`src/logic/spc_regs.svh`:
```
// Offsets, field positions, reset values and clock counts of the serial port control block.
// Assumes an 8-bit word address on the register port.
`ifndef SPC_REGS_SVH
`define SPC_REGS_SVH

// ----------------------------------------
// Register offsets
// ----------------------------------------
`define SPC_OFS_CON1      8'h00
`define SPC_OFS_BAUD      8'h04
`define SPC_OFS_BUF       8'h08
`define SPC_OFS_IRQ_STAT  8'h0C
`define SPC_OFS_IRQ_MASK  8'h10
`define SPC_OFS_STATUS    8'h14

// ----------------------------------------
// Control register fields
// ----------------------------------------
`define SPC_BIT_COLL      7
`define SPC_BIT_OVF       6
`define SPC_BIT_EN        5
`define SPC_BIT_POL       4
`define SPC_CON1_WR_MASK  8'h3F
`define SPC_CON1_RST      8'h00
`define SPC_BAUD_RST      8'h00

// ----------------------------------------
// Interrupt and status fields
// ----------------------------------------
`define SPC_IRQ_N         3
`define SPC_IRQ_COLL      0
`define SPC_IRQ_OVF       1
`define SPC_IRQ_RX        2
`define SPC_IRQ_RST       3'h0
`define SPC_ST_CFG_ERR    0
`define SPC_ST_BUF_FULL   1
`define SPC_ST_BUSY       2

// ----------------------------------------
// Clock half periods in system clocks
// ----------------------------------------
`define SPC_HALF_FOSC4    10'h002
`define SPC_HALF_FOSC16   10'h008
`define SPC_HALF_FOSC64   10'h020
`define SPC_I2C_DIV_MIN   8'h03

`endif

```
`src/logic/spc_pkg.sv`:
```
// Types and mode decoding of the serial port control block.
// Assumes nothing beyond a SystemVerilog compiler.
package spc_pkg;

  // ----------------------------------------
  // Mode selector codes
  // ----------------------------------------
  typedef enum logic [3:0] {
    SPC_SPI_M_FOSC4 = 4'h0,
    SPC_SPI_M_FOSC16 = 4'h1,
    SPC_SPI_M_ALT2 = 4'h2,
    SPC_SPI_M_ALT3 = 4'h3,
    SPC_SPI_S_SEL = 4'h4,
    SPC_SPI_S_NOSEL = 4'h5,
    SPC_RSVD6 = 4'h6,
    SPC_I2C_S_10 = 4'h7,
    SPC_I2C_M_DIV = 4'h8,
    SPC_RSVD9 = 4'h9,
    SPC_SPI_M_DIV = 4'hA,
    SPC_I2C_M_FW = 4'hB,
    SPC_RSVDC = 4'hC,
    SPC_RSVDD = 4'hD,
    SPC_I2C_S_7_SS = 4'hE,
    SPC_I2C_S_10_SS = 4'hF
  } spc_mode_e;

  // ----------------------------------------
  // Decoding
  // ----------------------------------------
  function automatic logic spc_is_spi(input logic [3:0] m);
    spc_is_spi = (m <= 4'h5) || (m == 4'hA);
  endfunction

  function automatic logic spc_is_i2c(input logic [3:0] m);
    spc_is_i2c = (m == 4'h7) || (m == 4'h8) || (m == 4'hB) || (m >= 4'hE);
  endfunction

  function automatic logic spc_is_master(input logic [3:0] m);
    spc_is_master = (m <= 4'h3) || (m == 4'h8) || (m == 4'hA) || (m == 4'hB);
  endfunction

endpackage

```
`src/logic/spc_baud_gen.sv`:
```
// Serial clock generator: toggles every half period while running, idles at a set level.
// Assumes half period of at least one system clock.
`timescale 1ns/100ps
`default_nettype none

module spc_baud_gen #(
  parameter int CNT_W = 10
) (
  // Clock and reset
  input wire logic clk_i,
  input wire logic rst_n_i,
  // Control
  input wire logic run_i,
  input wire logic idle_lvl_i,
  input wire logic [CNT_W-1:0] half_i,
  // Clock out
  output logic sclk_o,
  output logic tick_o
);

  logic [CNT_W-1:0] cnt_r;

  // ----------------------------------------
  // Half period counter
  // ----------------------------------------
  always_ff @(posedge clk_i or negedge rst_n_i) begin
    if (!rst_n_i) begin
      cnt_r <= '0;
    end else if (!run_i || (cnt_r + CNT_W'(1) >= half_i)) begin
      cnt_r <= '0;
    end else begin
      cnt_r <= cnt_r + CNT_W'(1);
    end
  end

  // ----------------------------------------
  // Clock level and period tick
  // ----------------------------------------
  always_ff @(posedge clk_i or negedge rst_n_i) begin
    if (!rst_n_i) begin
      sclk_o <= 1'b0;
      tick_o <= 1'b0;
    end else if (!run_i) begin
      sclk_o <= idle_lvl_i;
      tick_o <= 1'b0;
    end else if (cnt_r + CNT_W'(1) >= half_i) begin
      sclk_o <= ~sclk_o;
      tick_o <= (sclk_o != idle_lvl_i);
    end else begin
      tick_o <= 1'b0;
    end
  end

endmodule

`default_nettype wire

```
`src/logic/spc_serial_port_control.sv`:
```
// Serial port control register 1 with flags, enable, clock control and mode decode.
// Assumes a shift engine outside that reports busy and received bytes.
//
// Function
// - Buffer write while shifting sets write collision
// - SPI byte into full buffer: overflow, discard
// - SPI overflow only in slave mode
// - I2C receive into full buffer sets overflow
// - SPI enable claims clock, data, select pins; code claims select pin only in code 0100
// - I2C enable claims SDA and SCL pins
// - SPI clock idles at polarity bit level
// - I2C slave holds SCL low while bit clear
// - Codes 1111, 1110, 0111 select I2C slave
// - Code 1011 is firmware I2C master
// - Code 1010 SPI master, divider clock
// - Code 1000 I2C master, divider; 0-2 invalid
// - Code 0101 SPI slave, select pin free
// - Code 0001 SPI master at clock/16
//
// Chosen here: the register addresses and the address-and-strobe port.
`include "spc_regs.svh"
`timescale 1ns/100ps
`default_nettype none

module spc_serial_port_control #(
  parameter int CNT_W = 10
) (
  // Clock and reset
  input wire logic clk_i,
  input wire logic rst_n_i,
  // Register port
  input wire logic [7:0] reg_addr_i,
  input wire logic [7:0] reg_wdata_i,
  input wire logic reg_wr_i,
  input wire logic reg_rd_i,
  output logic [7:0] reg_rdata_o,
  // Shift engine
  input wire logic shift_busy_i,
  input wire logic rx_done_i,
  input wire logic [7:0] rx_data_i,
  input wire logic i2c_tx_dir_i,
  input wire logic xfer_run_i,
  output logic [7:0] tx_data_o,
  output logic tx_load_o,
  // Mode outputs
  output logic [3:0] mode_o,
  output logic i2c_addr10_o,
  output logic i2c_start_stop_irq_o,
  output logic i2c_fw_master_o,
  // Pin ownership and clock
  output logic spi_pins_own_o,
  output logic ss_pin_own_o,
  output logic i2c_pins_own_o,
  output logic sclk_o,
  output logic bit_tick_o,
  output logic scl_hold_low_o,
  // Interrupt
  output logic irq_o
);

  logic [1:0] rst_sync_r;
  logic rst_n;
  logic [7:0] con1_r;
  logic [7:0] baud_r;
  logic [7:0] buf_r;
  logic buf_full_r;
  logic [`SPC_IRQ_N-1:0] irq_mask_r;
  logic [`SPC_IRQ_N-1:0] irq_stat;
  logic [`SPC_IRQ_N-1:0] irq_set;
  logic [`SPC_IRQ_N-1:0] irq_clr;
  logic [3:0] mode;
  logic en;
  logic pol;
  logic is_spi;
  logic is_i2c;
  logic is_master;
  logic wr_con1;
  logic wr_buf;
  logic rd_buf;
  logic coll_set;
  logic ovf_set;
  logic rx_take;
  logic cfg_err;
  logic gen_run;
  logic [CNT_W-1:0] half_nxt;
  logic [CNT_W-1:0] half_r;
  logic [7:0] rdata_nxt;

  // ----------------------------------------
  // Reset release
  // ----------------------------------------
  always_ff @(posedge clk_i or negedge rst_n_i) begin
    if (!rst_n_i) begin
      rst_sync_r <= 2'h0;
    end else begin
      rst_sync_r <= {rst_sync_r[0], 1'b1};
    end
  end

  assign rst_n = rst_sync_r[1];

  // ----------------------------------------
  // Decode
  // ----------------------------------------
  assign mode = con1_r[3:0];
  assign en = con1_r[`SPC_BIT_EN];
  assign pol = con1_r[`SPC_BIT_POL];
  assign is_spi = spc_pkg::spc_is_spi(mode);
  assign is_i2c = spc_pkg::spc_is_i2c(mode);
  assign is_master = spc_pkg::spc_is_master(mode);
  assign wr_con1 = reg_wr_i && (reg_addr_i == `SPC_OFS_CON1);
  assign wr_buf = reg_wr_i && (reg_addr_i == `SPC_OFS_BUF);
  assign rd_buf = reg_rd_i && (reg_addr_i == `SPC_OFS_BUF);

  // Collision only when a word is still shifting out
  assign coll_set = en && wr_buf && shift_busy_i;

  // Overflow in SPI slave or I2C receive only
  assign ovf_set = en && rx_done_i && buf_full_r &&
                   ((is_spi && !is_master) ||
                    (is_i2c && !i2c_tx_dir_i));
  // Byte into full buffer is dropped
  assign rx_take = en && rx_done_i && !buf_full_r;

  // I2C master with divider 0..2 or SPI master with divider 0
  assign cfg_err = ((mode == spc_pkg::SPC_I2C_M_DIV) && (baud_r < `SPC_I2C_DIV_MIN)) ||
                   ((mode == spc_pkg::SPC_SPI_M_DIV) && (baud_r == 8'h00));

  // ----------------------------------------
  // Control register
  // ----------------------------------------
  always_ff @(posedge clk_i or negedge rst_n) begin
    if (!rst_n) begin
      con1_r <= `SPC_CON1_RST;
    end else begin
      if (wr_con1) begin
        con1_r[5:0] <= reg_wdata_i[5:0];
      end
      if (coll_set) begin
        con1_r[`SPC_BIT_COLL] <= 1'b1;
      end else if (wr_con1 && !reg_wdata_i[`SPC_BIT_COLL]) begin
        con1_r[`SPC_BIT_COLL] <= 1'b0;
      end
      if (ovf_set) begin
        con1_r[`SPC_BIT_OVF] <= 1'b1;
      end else if (wr_con1 && !reg_wdata_i[`SPC_BIT_OVF]) begin
        con1_r[`SPC_BIT_OVF] <= 1'b0;
      end
    end
  end

  always_ff @(posedge clk_i or negedge rst_n) begin
    if (!rst_n) begin
      baud_r <= `SPC_BAUD_RST;
    end else if (reg_wr_i && (reg_addr_i == `SPC_OFS_BAUD)) begin
      baud_r <= reg_wdata_i;
    end
  end

  always_ff @(posedge clk_i or negedge rst_n) begin
    if (!rst_n) begin
      irq_mask_r <= `SPC_IRQ_RST;
    end else if (reg_wr_i && (reg_addr_i == `SPC_OFS_IRQ_MASK)) begin
      irq_mask_r <= reg_wdata_i[`SPC_IRQ_N-1:0];
    end
  end

  // ----------------------------------------
  // Transfer buffer
  // ----------------------------------------
  always_ff @(posedge clk_i or negedge rst_n) begin
    if (!rst_n) begin
      buf_r <= 8'h00;
      buf_full_r <= 1'b0;
    end else begin
      if (rx_take) begin
        buf_r <= rx_data_i;
      end
      if (rx_take) begin
        buf_full_r <= 1'b1;
      end else if (rd_buf) begin
        buf_full_r <= 1'b0;
      end
    end
  end

  // Accepted write starts a transfer, colliding one is dropped
  always_ff @(posedge clk_i or negedge rst_n) begin
    if (!rst_n) begin
      tx_data_o <= 8'h00;
      tx_load_o <= 1'b0;
    end else begin
      tx_load_o <= en && wr_buf && !shift_busy_i;
      if (en && wr_buf && !shift_busy_i) begin
        tx_data_o <= reg_wdata_i;
      end
    end
  end

  // ----------------------------------------
  // Interrupt status
  // ----------------------------------------
  assign irq_set = {rx_take, ovf_set, coll_set};

  genvar gi;
  generate
    for (gi = 0; gi < `SPC_IRQ_N; gi++) begin : g_irq
      assign irq_clr[gi] = reg_wr_i && (reg_addr_i == `SPC_OFS_IRQ_STAT) && reg_wdata_i[gi];
      spc_sticky u_flag (
        .clk_i(clk_i),
        .rst_n_i(rst_n),
        .set_i(irq_set[gi]),
        .clr_i(irq_clr[gi]),
        .q_o(irq_stat[gi])
      );
    end
  endgenerate

  always_ff @(posedge clk_i or negedge rst_n) begin
    if (!rst_n) begin
      irq_o <= 1'b0;
    end else begin
      irq_o <= |(irq_stat & irq_mask_r);
    end
  end

  // ----------------------------------------
  // Clock source
  // ----------------------------------------
  always_comb begin
    case (mode)
      4'h0: half_nxt = `SPC_HALF_FOSC4;
      4'h1: half_nxt = `SPC_HALF_FOSC16;
      4'h2: half_nxt = `SPC_HALF_FOSC64;
      4'h3: half_nxt = `SPC_HALF_FOSC64;
      4'h8: half_nxt = {CNT_W'({baud_r, 1'b0}) + CNT_W'(2)};
      4'hA: half_nxt = {CNT_W'({baud_r, 1'b0}) + CNT_W'(2)};
      default: half_nxt = `SPC_HALF_FOSC16;
    endcase
  end

  always_ff @(posedge clk_i or negedge rst_n) begin
    if (!rst_n) begin
      half_r <= `SPC_HALF_FOSC16;
    end else begin
      half_r <= half_nxt;
    end
  end

  // Firmware master and slaves do not use the generator
  assign gen_run = en && xfer_run_i && is_master &&
                   (mode != spc_pkg::SPC_I2C_M_FW);

  spc_baud_gen #(
    .CNT_W(CNT_W)
  ) u_baud (
    .clk_i(clk_i),
    .rst_n_i(rst_n),
    .run_i(gen_run),
    .idle_lvl_i(is_spi ? pol : 1'b1),
    .half_i(half_r),
    .sclk_o(sclk_o),
    .tick_o(bit_tick_o)
  );

  // ----------------------------------------
  // Pins and mode outputs
  // ----------------------------------------
  always_ff @(posedge clk_i or negedge rst_n) begin
    if (!rst_n) begin
      spi_pins_own_o <= 1'b0;
      ss_pin_own_o <= 1'b0;
      i2c_pins_own_o <= 1'b0;
      scl_hold_low_o <= 1'b0;
    end else begin
      spi_pins_own_o <= en && is_spi;
      ss_pin_own_o <= en && is_spi && !is_master && (mode != spc_pkg::SPC_SPI_S_NOSEL);
      i2c_pins_own_o <= en && is_i2c;
      scl_hold_low_o <= en && is_i2c && !is_master && !pol;
    end
  end

  always_ff @(posedge clk_i or negedge rst_n) begin
    if (!rst_n) begin
      mode_o <= 4'h0;
      i2c_addr10_o <= 1'b0;
      i2c_start_stop_irq_o <= 1'b0;
      i2c_fw_master_o <= 1'b0;
    end else begin
      mode_o <= mode;
      i2c_addr10_o <= (mode == spc_pkg::SPC_I2C_S_10) || (mode == spc_pkg::SPC_I2C_S_10_SS);
      i2c_start_stop_irq_o <= (mode == spc_pkg::SPC_I2C_S_7_SS) ||
                              (mode == spc_pkg::SPC_I2C_S_10_SS);
      i2c_fw_master_o <= en && (mode == spc_pkg::SPC_I2C_M_FW);
    end
  end

  // ----------------------------------------
  // Read data
  // ----------------------------------------
  always_comb begin
    case (reg_addr_i)
      `SPC_OFS_CON1: rdata_nxt = con1_r;
      `SPC_OFS_BAUD: rdata_nxt = baud_r;
      `SPC_OFS_BUF: rdata_nxt = buf_r;
      `SPC_OFS_IRQ_STAT: rdata_nxt = {5'h00, irq_stat};
      `SPC_OFS_IRQ_MASK: rdata_nxt = {5'h00, irq_mask_r};
      `SPC_OFS_STATUS: rdata_nxt = {5'h00, shift_busy_i, buf_full_r, cfg_err};
      default: rdata_nxt = 8'h00;
    endcase
  end

  always_ff @(posedge clk_i or negedge rst_n) begin
    if (!rst_n) begin
      reg_rdata_o <= 8'h00;
    end else if (reg_rd_i) begin
      reg_rdata_o <= rdata_nxt;
    end else begin
      reg_rdata_o <= 8'h00;
    end
  end

endmodule

`default_nettype wire

```
`src/logic/spc_sticky.sv`:
```
// Sticky event flag: set wins over clear.
// Assumes a synchronous, active-low reset copy from the top.
`timescale 1ns/100ps
`default_nettype none

module spc_sticky (
  // Clock and reset
  input wire logic clk_i,
  input wire logic rst_n_i,
  // Set and clear
  input wire logic set_i,
  input wire logic clr_i,
  // Flag
  output logic q_o
);

  always_ff @(posedge clk_i or negedge rst_n_i) begin
    if (!rst_n_i) begin
      q_o <= 1'b0;
    end else if (set_i) begin
      q_o <= 1'b1;
    end else if (clr_i) begin
      q_o <= 1'b0;
    end
  end

endmodule

`default_nettype wire

```
`config.mk`:
```
export PLATFORM = sky130hd
export DESIGN_NAME = spc_serial_port_control
export DESIGN_NICKNAME = d
export VERILOG_FILES = /design/src/logic/spc_pkg.sv /design/src/logic/spc_baud_gen.sv /design/src/logic/spc_serial_port_control.sv /design/src/logic/spc_sticky.sv
export VERILOG_INCLUDE_DIRS = /design/src /design/src/logic
export SDC_FILE = /design/constraint.sdc
export NUM_CORES = 1
export LEC_CHECK = 0
export CAP_MARGIN = 5
export CORE_ASPECT_RATIO = 2
export CORE_MARGIN = 5
export CORE_UTILIZATION = 35
export CTS_BUF_LIST = sky130_fd_sc_hd__clkbuf_4 sky130_fd_sc_hd__clkbuf_8
export CTS_CLUSTER_DIAMETER = 150
export DETAILED_ROUTE_END_ITERATION = 7
export DONT_BUFFER_PORTS = 1
export PLACE_DENSITY = 0.47
export SYNTH_ARGS = -nofsm -noshare
export SYNTH_HDL_FRONTEND = slang
export SYNTH_SLANG_ARGS = --single-unit
export TNS_END_PERCENT = 30
```
`constraint.sdc`:
```
create_clock -name clk_i -period 2.86 [get_ports clk_i]
set_input_delay 0.286 -clock clk_i [delete_from_list [all_inputs] [get_ports clk_i]]
set_output_delay 0.286 -clock clk_i [all_outputs]
set_load 0.1 [all_outputs]
```
==> results of run 1 <==
==> state kept, by name, indices dropped and copies added, names as in the netlist, 4 cells and up <==
signal	cells
half_r	9
reg_rdata_o	8
mode_o	4
u_baud.cnt_r	10
con1_r	8
tx_data_o	8
baud_r	8
buf_r	8
==> layout make-up <==
type	count	share of cell area [%]
clock buffers	12	3.53
multi-input cells	216	39.8
clock inverters	4	2.28
inverters	17	1.47
repair buffers	4	0.752
flip-flops and latches	83	48.1
well taps	140	4.05
==> layer usage <==
metal	up-vias	routed length, um
met5	-	0
met4	0	190
met3	14	356
met2	59	5350
met1	1254	3360
li1	1174	-
==> cells in the mapped netlist (all sizes together), types with 2 or more instances <==
cell and count:
nand2b 2, a21bo 3, a32oi 2, nor2b 5
nor2 21, or3 4, xnor2 7, mux2i 3
and4 2, and2 2, nor3 3, dfrtp 82
buf 3, nand2 24, a21oi 11, and3 13
inv 17, mux2 34, clkbuf 8, a221oi 2
nor4 5, a2111oi 2, o21ai 7, ha 12
a22o 2, nand3 12, a211oi 3, nand4 4
xor2 7, a22oi 6
==> per-stage QoR <==
stage | hold WS, ns | setup slack (ns) | power [mW] | cells
CTS | 0.00966 | 0.512 | 2.60 | 476
floorplan | -0.00959 | 0.379 | 1.49 | 327
global route | 0.00556 | 0.241 | 2.68 | 476
finish | 0.0393 | 0.505 | 2.56 | 476
detailed placement | -0.00951 | 0.511 | 1.55 | 459
global placement | -0.00952 | 0.562 | 1.54 | 459
==> path summary, 6_finish.rpt <==
path / slack (ns) / startpoint / endpoint
max in group asynchronous: 1.66 / rst_sync_r[1]$_DFF_PN0_ / i2c_addr10_o$_DFF_PN0_
worst max-delay path: 0.50 / u_baud.cnt_r[0]$_DFF_PN0_ / u_baud.sclk_o$_DFFE_PN0P_
min in group asynchronous: 0.15 / rst_n_i / rst_sync_r[1]$_DFF_PN0_
worst min-delay path: 0.04 / shift_busy_i / tx_load_o$_DFF_PN0_
worst min register to register: 0.37 / rst_sync_r[0]$_DFF_PN0_ / rst_sync_r[1]$_DFF_PN0_
worst max register to register: 0.50 / u_baud.cnt_r[0]$_DFF_PN0_ / u_baud.sclk_o$_DFFE_PN0P_
==> power breakdown <==
group	switching (mW)	internal (mW)	total [mW]
logic	0.0694	0.0921	0.161
clock network	0.417	0.625	1.04
registers	0.119	1.24	1.36
total	0.605	1.96	2.56
==> timing repair <==
action | in CTS | in global routing
gates resized for setup | 0 | 0
endpoints found under the hold margin | 2 | 0
hold buffers | 1 | 0
setup endpoints to repair | 0 | 0
==> layout by cell type (no fill, tap or decap), types with 2 or more instances in the layout <==
master / n
and2_1: 2
a22oi_1: 6
buf_4: 3
nor3_1: 2
nor2_1: 19
a22o_1: 2
ha_1: 12
or3_1: 3
and4_1: 2
o21ai_0: 7
nor2b_1: 5
nand3_1: 11
xor2_1: 7
a21bo_2: 3
mux2_2: 20
clkbuf_4: 2
and3_1: 13
clkbuf_8: 10
dfrtp_1: 81
xnor2_1: 7
inv_1: 17
a211oi_1: 2
a32oi_1: 2
a221oi_1: 2
nor4_1: 4
nand2b_1: 2
mux2_4: 14
nand4_1: 4
bufinv_16: 3
a21oi_1: 11
mux2i_1: 3
nand2_1: 23
==> kinds of logic (layout without fill, tap and decap cells) <==
group	count (synthesis)	after routing	synth area share, %
muxes	38	38	12.5
adders and majority gates	12	12	3.84
AOI/OAI and AO/OA	48	48	8.92
and+or+nand+nor	103	103	15.5
buffers and inverters	28	37	2.91
other	1	1	0.0958
DFF	83	83	53.1
xor gates and xnor gates	14	14	3.13
==> results.toml, run 1 <==
[status]
status = "complete, no violations"

[logic_synthesis]
synth_area_leaders = "dfrtp_1 (52%), mux2_2 (5.8%), mux2_4 (5.4%)"
ys_types = 60
synthCells = 327
synth_top_cell_by_area = "dfrtp_1"
syn-num-nets = 371
ys.flop_type = "dfrtp_1"
synth_enable_flop_cells = 0
synth_top_area_share_pct = 52.4
async_flop_share_pct = 100
yosysSeqAreaShare_pct = 53.1
syn_area_um2 = 3910
yosys_warnings = 0
postSynthAreaPerCell_um2 = 12.0
ys_ff_latch = 83

[sta]
tns_ns = 0
maxSlewHeadroom_pct = 29.4
final-hold-violation-count = 0
period_minus_slack_ns = 2.36
worst_slew_pin_slew_ns = 1.06
skew_ns = 0.0124
fmax_ghz = 0.425
fin_crit_sh_pct = 82.4
setup-violations-final = 0
slew_violations = 0
rsz0062_at_grt = "false"

[critical_path]
cp-start-kind = "flip-flop"
cp.arrival_ns = 2.58
cp_top_family = "compound AO/OA/AOI/OAI gates"
required_ns = 3.09
cp_max_fo = 10
critPathCaptureType = "flip-flop"
crit_buf_inv = 1
reg2reg_depth = 10
crit_path_top_delay_cell = "dfrtp_1"
cpPeakStageDelay_ns = 0.41
crit_chain = "ha_1, nand3_1, xnor2_1, ha_1, o21ai_0, o221ai_1, a211oi_2, buf_4, xor2_1, mux2i_1"
path_depth = 10
crit_top_cell = "ha_1"
path_class = "flip-flop to flip-flop"

[cells_and_area]
area_delta_synth_final_pct = 10.5
num-fill-cells = 1096
fin_util_pct = 39.5
finalInstanceArea_um2 = 4330
drive_gt1_share_pct = 20.8
diodes = 0
num-nets-final = 375
seqCellArea_um2 = 2080
multi_input_area_um2 = 1720

[grt]
grt_max_degree = 82
grt_first_pass_wirelength_mm = 15.0
first_global_vias = 2669
gr-total-overflow = 0
met2_usage_pct = 26.7
grt_use_met1_pct = 15.2
use_met3_pct = 3.68
antenna_found_initial = 0
top_usage_layer = "met2"
track_usage_pct = 14.5

[drt]
ant_nets = 0
drt_iter0_markers = 128
wl_mm = 9.26
dr.pass1.iters = 4
num_vias = 2501
via_per_inst = 5.25
wl_per_cell_um = 19.5
drc = 0

[placement]
dpl.hpwl_mm = 6.88
numPortBuffers = 0
gp_congestion = 0.814
dpl_cell_area_um2 = 4070

[clocking]
clock-sinks = 83
htree_levels = 3
clk_transition_reported_paths_ns = 0.08
cts_tree = "yes"
clkLatencyLatePin_ns = 0.36
ctsRootBufferMaster = "clkbuf_8"
cts_buffer_depth = 2
cts_buffers = 9
cts_setup_buffers = 0

[flow_run]
maxCapViolations = 0

[power_and_ir_drop]
ir_drop_uv = 293
powerDensity_nw_per_um2 = 592
p_leak_nw = 2.00

[floorplanning]
die_area_um2 = 13500
io_pins = 63
num_rows = 54
die_w_um = 84.8
core_region_area_um2 = 10900
die_h_um = 160
start_util_pct = 35.8

[hold_path]
hold_path_class = "input pin to flip-flop"
min_path_cells = 1
Note: power is estimated with default switching activity, not from simulation.
==> run 2: changes to the inputs <==
- PLACE_DENSITY: 0.47 -> 0.49
- clock period: 2.86 -> 2 ns (I/O delays scaled with it)
==> run 2 against run 1 <==
  * The run now ends with setup timing left
  * Final cell count grew 14%
  * Utilization grew 5.0 points
  * Cell area grew 13%
  * Maximum frequency grew 2.7%
  * Critical path type unchanged
  * Register-to-register slack lost 0.80 ns
  * Largest cell class unchanged
  * Clock power grew 14%
  * Global-route usage grew 0.11 points
  * Die area is the same
  * First-iteration DRC count shrank 15%
==> results.toml, run 2 (same netlist as run 1, synthesis figures left out) <==
[cells_and_area]
drive_gt1_share_pct = 31.7
diodes = 0
reg_top3 = "u_baud.cnt_r: 10 flops, half_r: 9 flops"
largest_register_ffs = 10
num-nets-final = 443
final_cell_mix = "dfrtp_1 (81), buf_4 (53), nand2_1 (23)"
area_delta_synth_final_pct = 24.5
layout_commonest_cell = "dfrtp_1"
largest-register = "u_baud.cnt_r"
fin_util_pct = 44.5
layout.cells.non_filler = 544

[floorplanning]
start_util_pct = 35.8
core_region_area_um2 = 10900
die_w_um = 84.8
num_rows = 54
die_h_um = 160
io_pins = 63
die_area_um2 = 13500

[sta]
setup-violations-final = 12
final-hold-violation-count = 0
layout_setup_ws_ns = -0.293
worst_slew_pin_slew_ns = 0.521
slew_violations = 0
period_minus_slack_ns = 2.29
tns_ns = -2.44
fin_crit_sh_pct = 115
fmax_ghz = 0.436
whs_ns = 0.0217
maxSlewHeadroom_pct = 65.1
rsz0062_at_grt = "true"
skew_ns = 0.0154

[placement]
dpl.hpwl_mm = 7.28
dp.cells = 508
numPortBuffers = 0
dp_slack_ns = -0.343
gp_congestion = 0.836

[clocking]
clk_transition_reported_paths_ns = 0.08
clkLatencyLatePin_ns = 0.36
clock-sinks = 83
cts_tree = "yes"
cts_buffer_depth = 2
cts_buffers = 9
htree_levels = 3
ctsRootBufferMaster = "clkbuf_8"

[power_and_ir_drop]
p_leak_nw = 2.34
power_frac_comb_pct = 11.4
powerDensity_nw_per_um2 = 705
p_int_mw = 2.56
seqPwrFrac_pct = 54.1
ir_drop_uv = 466
swShare_pct = 25.5
switchingPower_mw = 0.878
clockPowerShare_pct = 34.6

[drt]
dr.pass1.iters = 4
num_vias = 2739
ant_nets = 0
wl_mm = 9.36
drt_iter0_markers = 109
via_per_inst = 5.03
wl_per_cell_um = 17.2
drc = 0

[grt]
track_usage_pct = 14.6
first_global_vias = 2966
antenna_found_initial = 0
grt_max_degree = 44
gr-total-overflow = 0
grt_first_pass_wirelength_mm = 15.3

[status]
failed_checks = "setup timing"
status = "complete, but fails checks"

[critical_path]
critPathCaptureType = "flip-flop"
path_class = "flip-flop to flip-flop"
required_ns = 2.22
cp.arrival_ns = 2.51
cp-start-kind = "flip-flop"
cp_max_fo = 8

[flow_run]
maxCapViolations = 0

[hold_path]
hold_path_class = "input pin to flip-flop"
## run 2: path summary, 6_finish.rpt
check	from	endpoint	slack [ns]	cells past startpoint
max	u_baud.cnt_r[0]$_DFF_PN0_	u_baud.sclk_o$_DFFE_PN0P_	-0.29	10
min	reg_rd_i	buf_full_r$_DFFE_PN0P_	0.02	2
max reg2reg	u_baud.cnt_r[0]$_DFF_PN0_	u_baud.sclk_o$_DFFE_PN0P_	-0.29	10
min reg2reg	rst_sync_r[1]$_DFF_PN0_	buf_r[6]$_DFFE_PN0P_	0.14	0
max in group asynchronous	rst_sync_r[1]$_DFF_PN0_	reg_rdata_o[0]$_DFF_PN0_	1.23	1
min in group asynchronous	rst_n_i	rst_sync_r[1]$_DFF_PN0_	0.06	1
## run 2: cell type report
class	instances	area [um2]
Fill cell	1099	6070
Clock buffer	11	139
Sequential cell	83	2080
Tap cell	140	175
Multi-Input combinational cell	216	1760
Timing Repair Buffer	72	598
Inverter	17	63.8
Clock inverter	5	55.1
## run 2: per-layer routing
layer | routed length [um] | part of all wire, % | vias up | track usage (%)
met3 | 399 | 4.3 | 18 | 3.63
met5 | 0 | 0 | - | 0
met1 | 3140 | 34 | 1351 | 13.8
li1 | - | - | 1308 | -
met4 | 313 | 3.3 | 0 | 6.92
met2 | 5510 | 59 | 62 | 28.3
## run 2: critical path: stages (launching register included)
cell and delay (ns):
dfrtp_1 0.40, ha_2 0.21, nand3_1 0.12, xnor2_2 0.17, ha_1 0.20, a211oi_1 0.27, o221ai_2 0.16, a211oi_2 0.22
buf_4 0.18, xor2_1 0.15, mux2i_1 0.08
## run 2: metrics by stage
stage                     power, mW  cell area, um2
after floorplan                2.13            3920
after detailed placement       2.25            4450
after global routing           3.61            4870
after CTS                      3.49            4840
final                          3.44            4870
after global placement         2.24            4450
## run 2: power by group through the flow
stage	Sequential, mW	Combinational [mW]	Clock (mW)
floorplan	1.93	0.199	0
global placement	1.89	0.347	0
detailed placement	1.89	0.355	0
CTS	1.86	0.394	1.24
global route	1.87	0.430	1.30
finish	1.86	0.390	1.19
## run 2: timing repair
item | in CTS | in global routing
buffers inserted | 2 | 0
hold endpoints to repair | 39 | 0
pin swaps | 9 | 2
gates cloned | 0 | 0
setup endpoints to repair | 12 | 12
resized for setup | 2 | 6
hold buffers | 18 | 0
==> run 3: changes to the inputs <==
- CORE_ASPECT_RATIO: 2 -> 1.1
==> run 3 against run 2 <==
  * The flow still finishes with violations (setup timing)
  * Via count is 0.47% higher
  * Power is 2.2% lower
  * Combinational power is essentially flat
  * Clock power down 8%
  * Non-clock buffer count increased by 11
  * Die area is 0.93% lower
  * Count of clock-buffer cells in the layout grew 1
  * Clock skew fell by 0.0076 ns
  * Critical path depth grew 1
  * Critical path type unchanged
  * Largest cell class unchanged
==> results.toml, run 3 (same netlist as run 1, synthesis figures left out) <==
[status]
status = "complete, but fails checks"
failed_checks = "setup timing"

[power_and_ir_drop]
p_int_mw = 2.48
powerDensity_nw_per_um2 = 668
ir_drop_uv = 452
clockPowerShare_pct = 32.7
power_frac_comb_pct = 11.6
seqPwrFrac_pct = 55.7
p_leak_nw = 2.42
switchingPower_mw = 0.885
power_mw = 3.36
swShare_pct = 26.3

[critical_path]
path_class = "flip-flop to flip-flop"
rrSetupSlack_ns = -0.28
required_ns = 2.21
reg2reg_depth = 11
cp_max_fo = 4
cp.arrival_ns = 2.50
worstReg2RegStart = "u_baud.cnt_r[1]$_DFF_PN0_"
cp-start-kind = "flip-flop"
r2r-end = "u_baud.sclk_o$_DFFE_PN0P_"
critPathCaptureType = "flip-flop"

[drt]
ant_nets = 0
wl_per_cell_um = 16.7
drc = 0
drt_iter0_markers = 54
dr.pass1.iters = 4
via_per_inst = 4.89
num_vias = 2752
wl_mm = 9.43

[clocking]
ctsRootBufferMaster = "clkbuf_8"
clkLatencyLatePin_ns = 0.35
cts_tree = "yes"
clock-sinks = 83
cts_buffers = 9
clk_transition_reported_paths_ns = 0.08
cts_buffer_depth = 2
htree_levels = 3

[cells_and_area]
final_cell_mix = "dfrtp_1 (80), buf_4 (62), nand2_1 (22)"
num-nets-final = 454
reg_top3 = "u_baud.cnt_r: 10 flops, half_r: 9 flops"
area_delta_synth_final_pct = 28.6
drive_gt1_share_pct = 35.9
largest_register_ffs = 10
fin_util_pct = 45.9
layout_commonest_cell = "dfrtp_1"
largest-register = "u_baud.cnt_r"

[floorplanning]
num_rows = 40
io_pins = 63
die_w_um = 111
start_util_pct = 35.7
core_region_area_um2 = 11000
die_h_um = 121
die_area_um2 = 13400

[placement]
numPortBuffers = 0
dpl.hpwl_mm = 6.98
gp_congestion = 0.799

[sta]
layout_setup_ws_ns = -0.283
fmax_ghz = 0.438
period_minus_slack_ns = 2.28
slew_violations = 0
worst_slew_pin_slew_ns = 0.511
fin_crit_sh_pct = 114
rsz0062_at_grt = "true"
maxSlewHeadroom_pct = 65.9
final-hold-violation-count = 0
setup-violations-final = 12
skew_ns = 0.00774

[hold_path]
min_to = "g_irq[2].u_flag.q_o$_DFFE_PN0P_"
min_from = "reg_wdata_i[2]"
min_path_cells = 2
hold_path_class = "input pin to flip-flop"

[grt]
grt_max_degree = 39
antenna_found_initial = 1
first_global_vias = 3134
gr-total-overflow = 0
grt_first_pass_wirelength_mm = 15.8
track_usage_pct = 14.8

[flow_run]
maxCapViolations = 0
## run 3: routing by layer
| metal | global-route usage, % | routed length (um) | vias up |
|---|---|---|---|
| li1 | - | - | 1333 |
| met1 | 16.1 | 3850 | 1355 |
| met2 | 27.2 | 4980 | 53 |
| met3 | 4.34 | 455 | 11 |
| met4 | 5.47 | 145 | 0 |
| met5 | 0 | 0 | - |
## run 3: final cells by class
| cell class | instances | area (um2) |
|---|---|---|
| Inverter | 17 | 63.8 |
| Clock inverter | 4 | 26.3 |
| Antenna cell | 1 | 2.50 |
| Multi-Input combinational cell | 216 | 1830 |
| Sequential cell | 83 | 2080 |
| Clock buffer | 12 | 153 |
| Tap cell | 147 | 184 |
| Timing Repair Buffer | 83 | 687 |
| Fill cell | 1023 | 5930 |
## run 3: power groups by stage
stage / clock network (mW) / registers [mW] / logic (mW)
after detailed placement: 0 / 1.91 / 0.340
after global routing: 1.22 / 1.89 / 0.430
after floorplan: 0 / 1.93 / 0.199
after CTS: 1.15 / 1.87 / 0.390
final: 1.10 / 1.87 / 0.391
after global placement: 0 / 1.90 / 0.335
## run 3: worst max-delay path by stage
stage | startpoint | to | slack (ns) | depth (start not counted)
floorplan | u_baud.cnt_r[0]$_DFF_PN0_ | u_baud.sclk_o$_DFFE_PN0P_ | -0.20 | 9
global placement | u_baud.cnt_r[0]$_DFF_PN0_ | u_baud.sclk_o$_DFFE_PN0P_ | -0.38 | 9
detailed placement | u_baud.cnt_r[0]$_DFF_PN0_ | u_baud.cnt_r[8]$_DFF_PN0_ | -0.43 | 9
CTS | u_baud.cnt_r[0]$_DFF_PN0_ | u_baud.sclk_o$_DFFE_PN0P_ | -0.31 | 10
global route | u_baud.cnt_r[1]$_DFF_PN0_ | u_baud.sclk_o$_DFFE_PN0P_ | -0.46 | 11
finish | u_baud.cnt_r[1]$_DFF_PN0_ | u_baud.sclk_o$_DFFE_PN0P_ | -0.28 | 11
## run 3: per-stage QoR
| stage | cells | setup TNS [ns] | setup slack (ns) | cell area, um2 | hold slack [ns] |
|---|---|---|---|---|---|
| after global routing | 563 | -4.66 | -0.460 | 5030 | 0.00929 |
| final | 563 | -2.69 | -0.283 | 5030 | 0.0189 |
| after global placement | 520 | -4.39 | -0.385 | 4490 | -0.0955 |
| after floorplan | 327 | -1.09 | -0.200 | 3920 | -0.0956 |
| after detailed placement | 520 | -4.84 | -0.433 | 4490 | -0.0955 |
| after CTS | 557 | -2.98 | -0.310 | 4900 | 0.000332 |
## run 3: repair_timing
action / in CTS / in global routing
setup buffers: 2 / 5
hold buffers: 19 / 0
resized for setup: 5 / 17
setup endpoints to repair: 12 / 12
endpoints found under the hold margin: 38 / 0
pin swaps: 11 / 16
## run 3: critical path, stage by stage, from the launching register on
cell,delay [ns]
dfrtp_1,0.40
buf_6,0.12
ha_4,0.14
nand4_1,0.11
nor2_1,0.14
xor2_1,0.24
ha_1,0.27
and4_1,0.15
a211oi_2,0.17
buf_4,0.16
xor2_1,0.14
mux2i_1,0.09
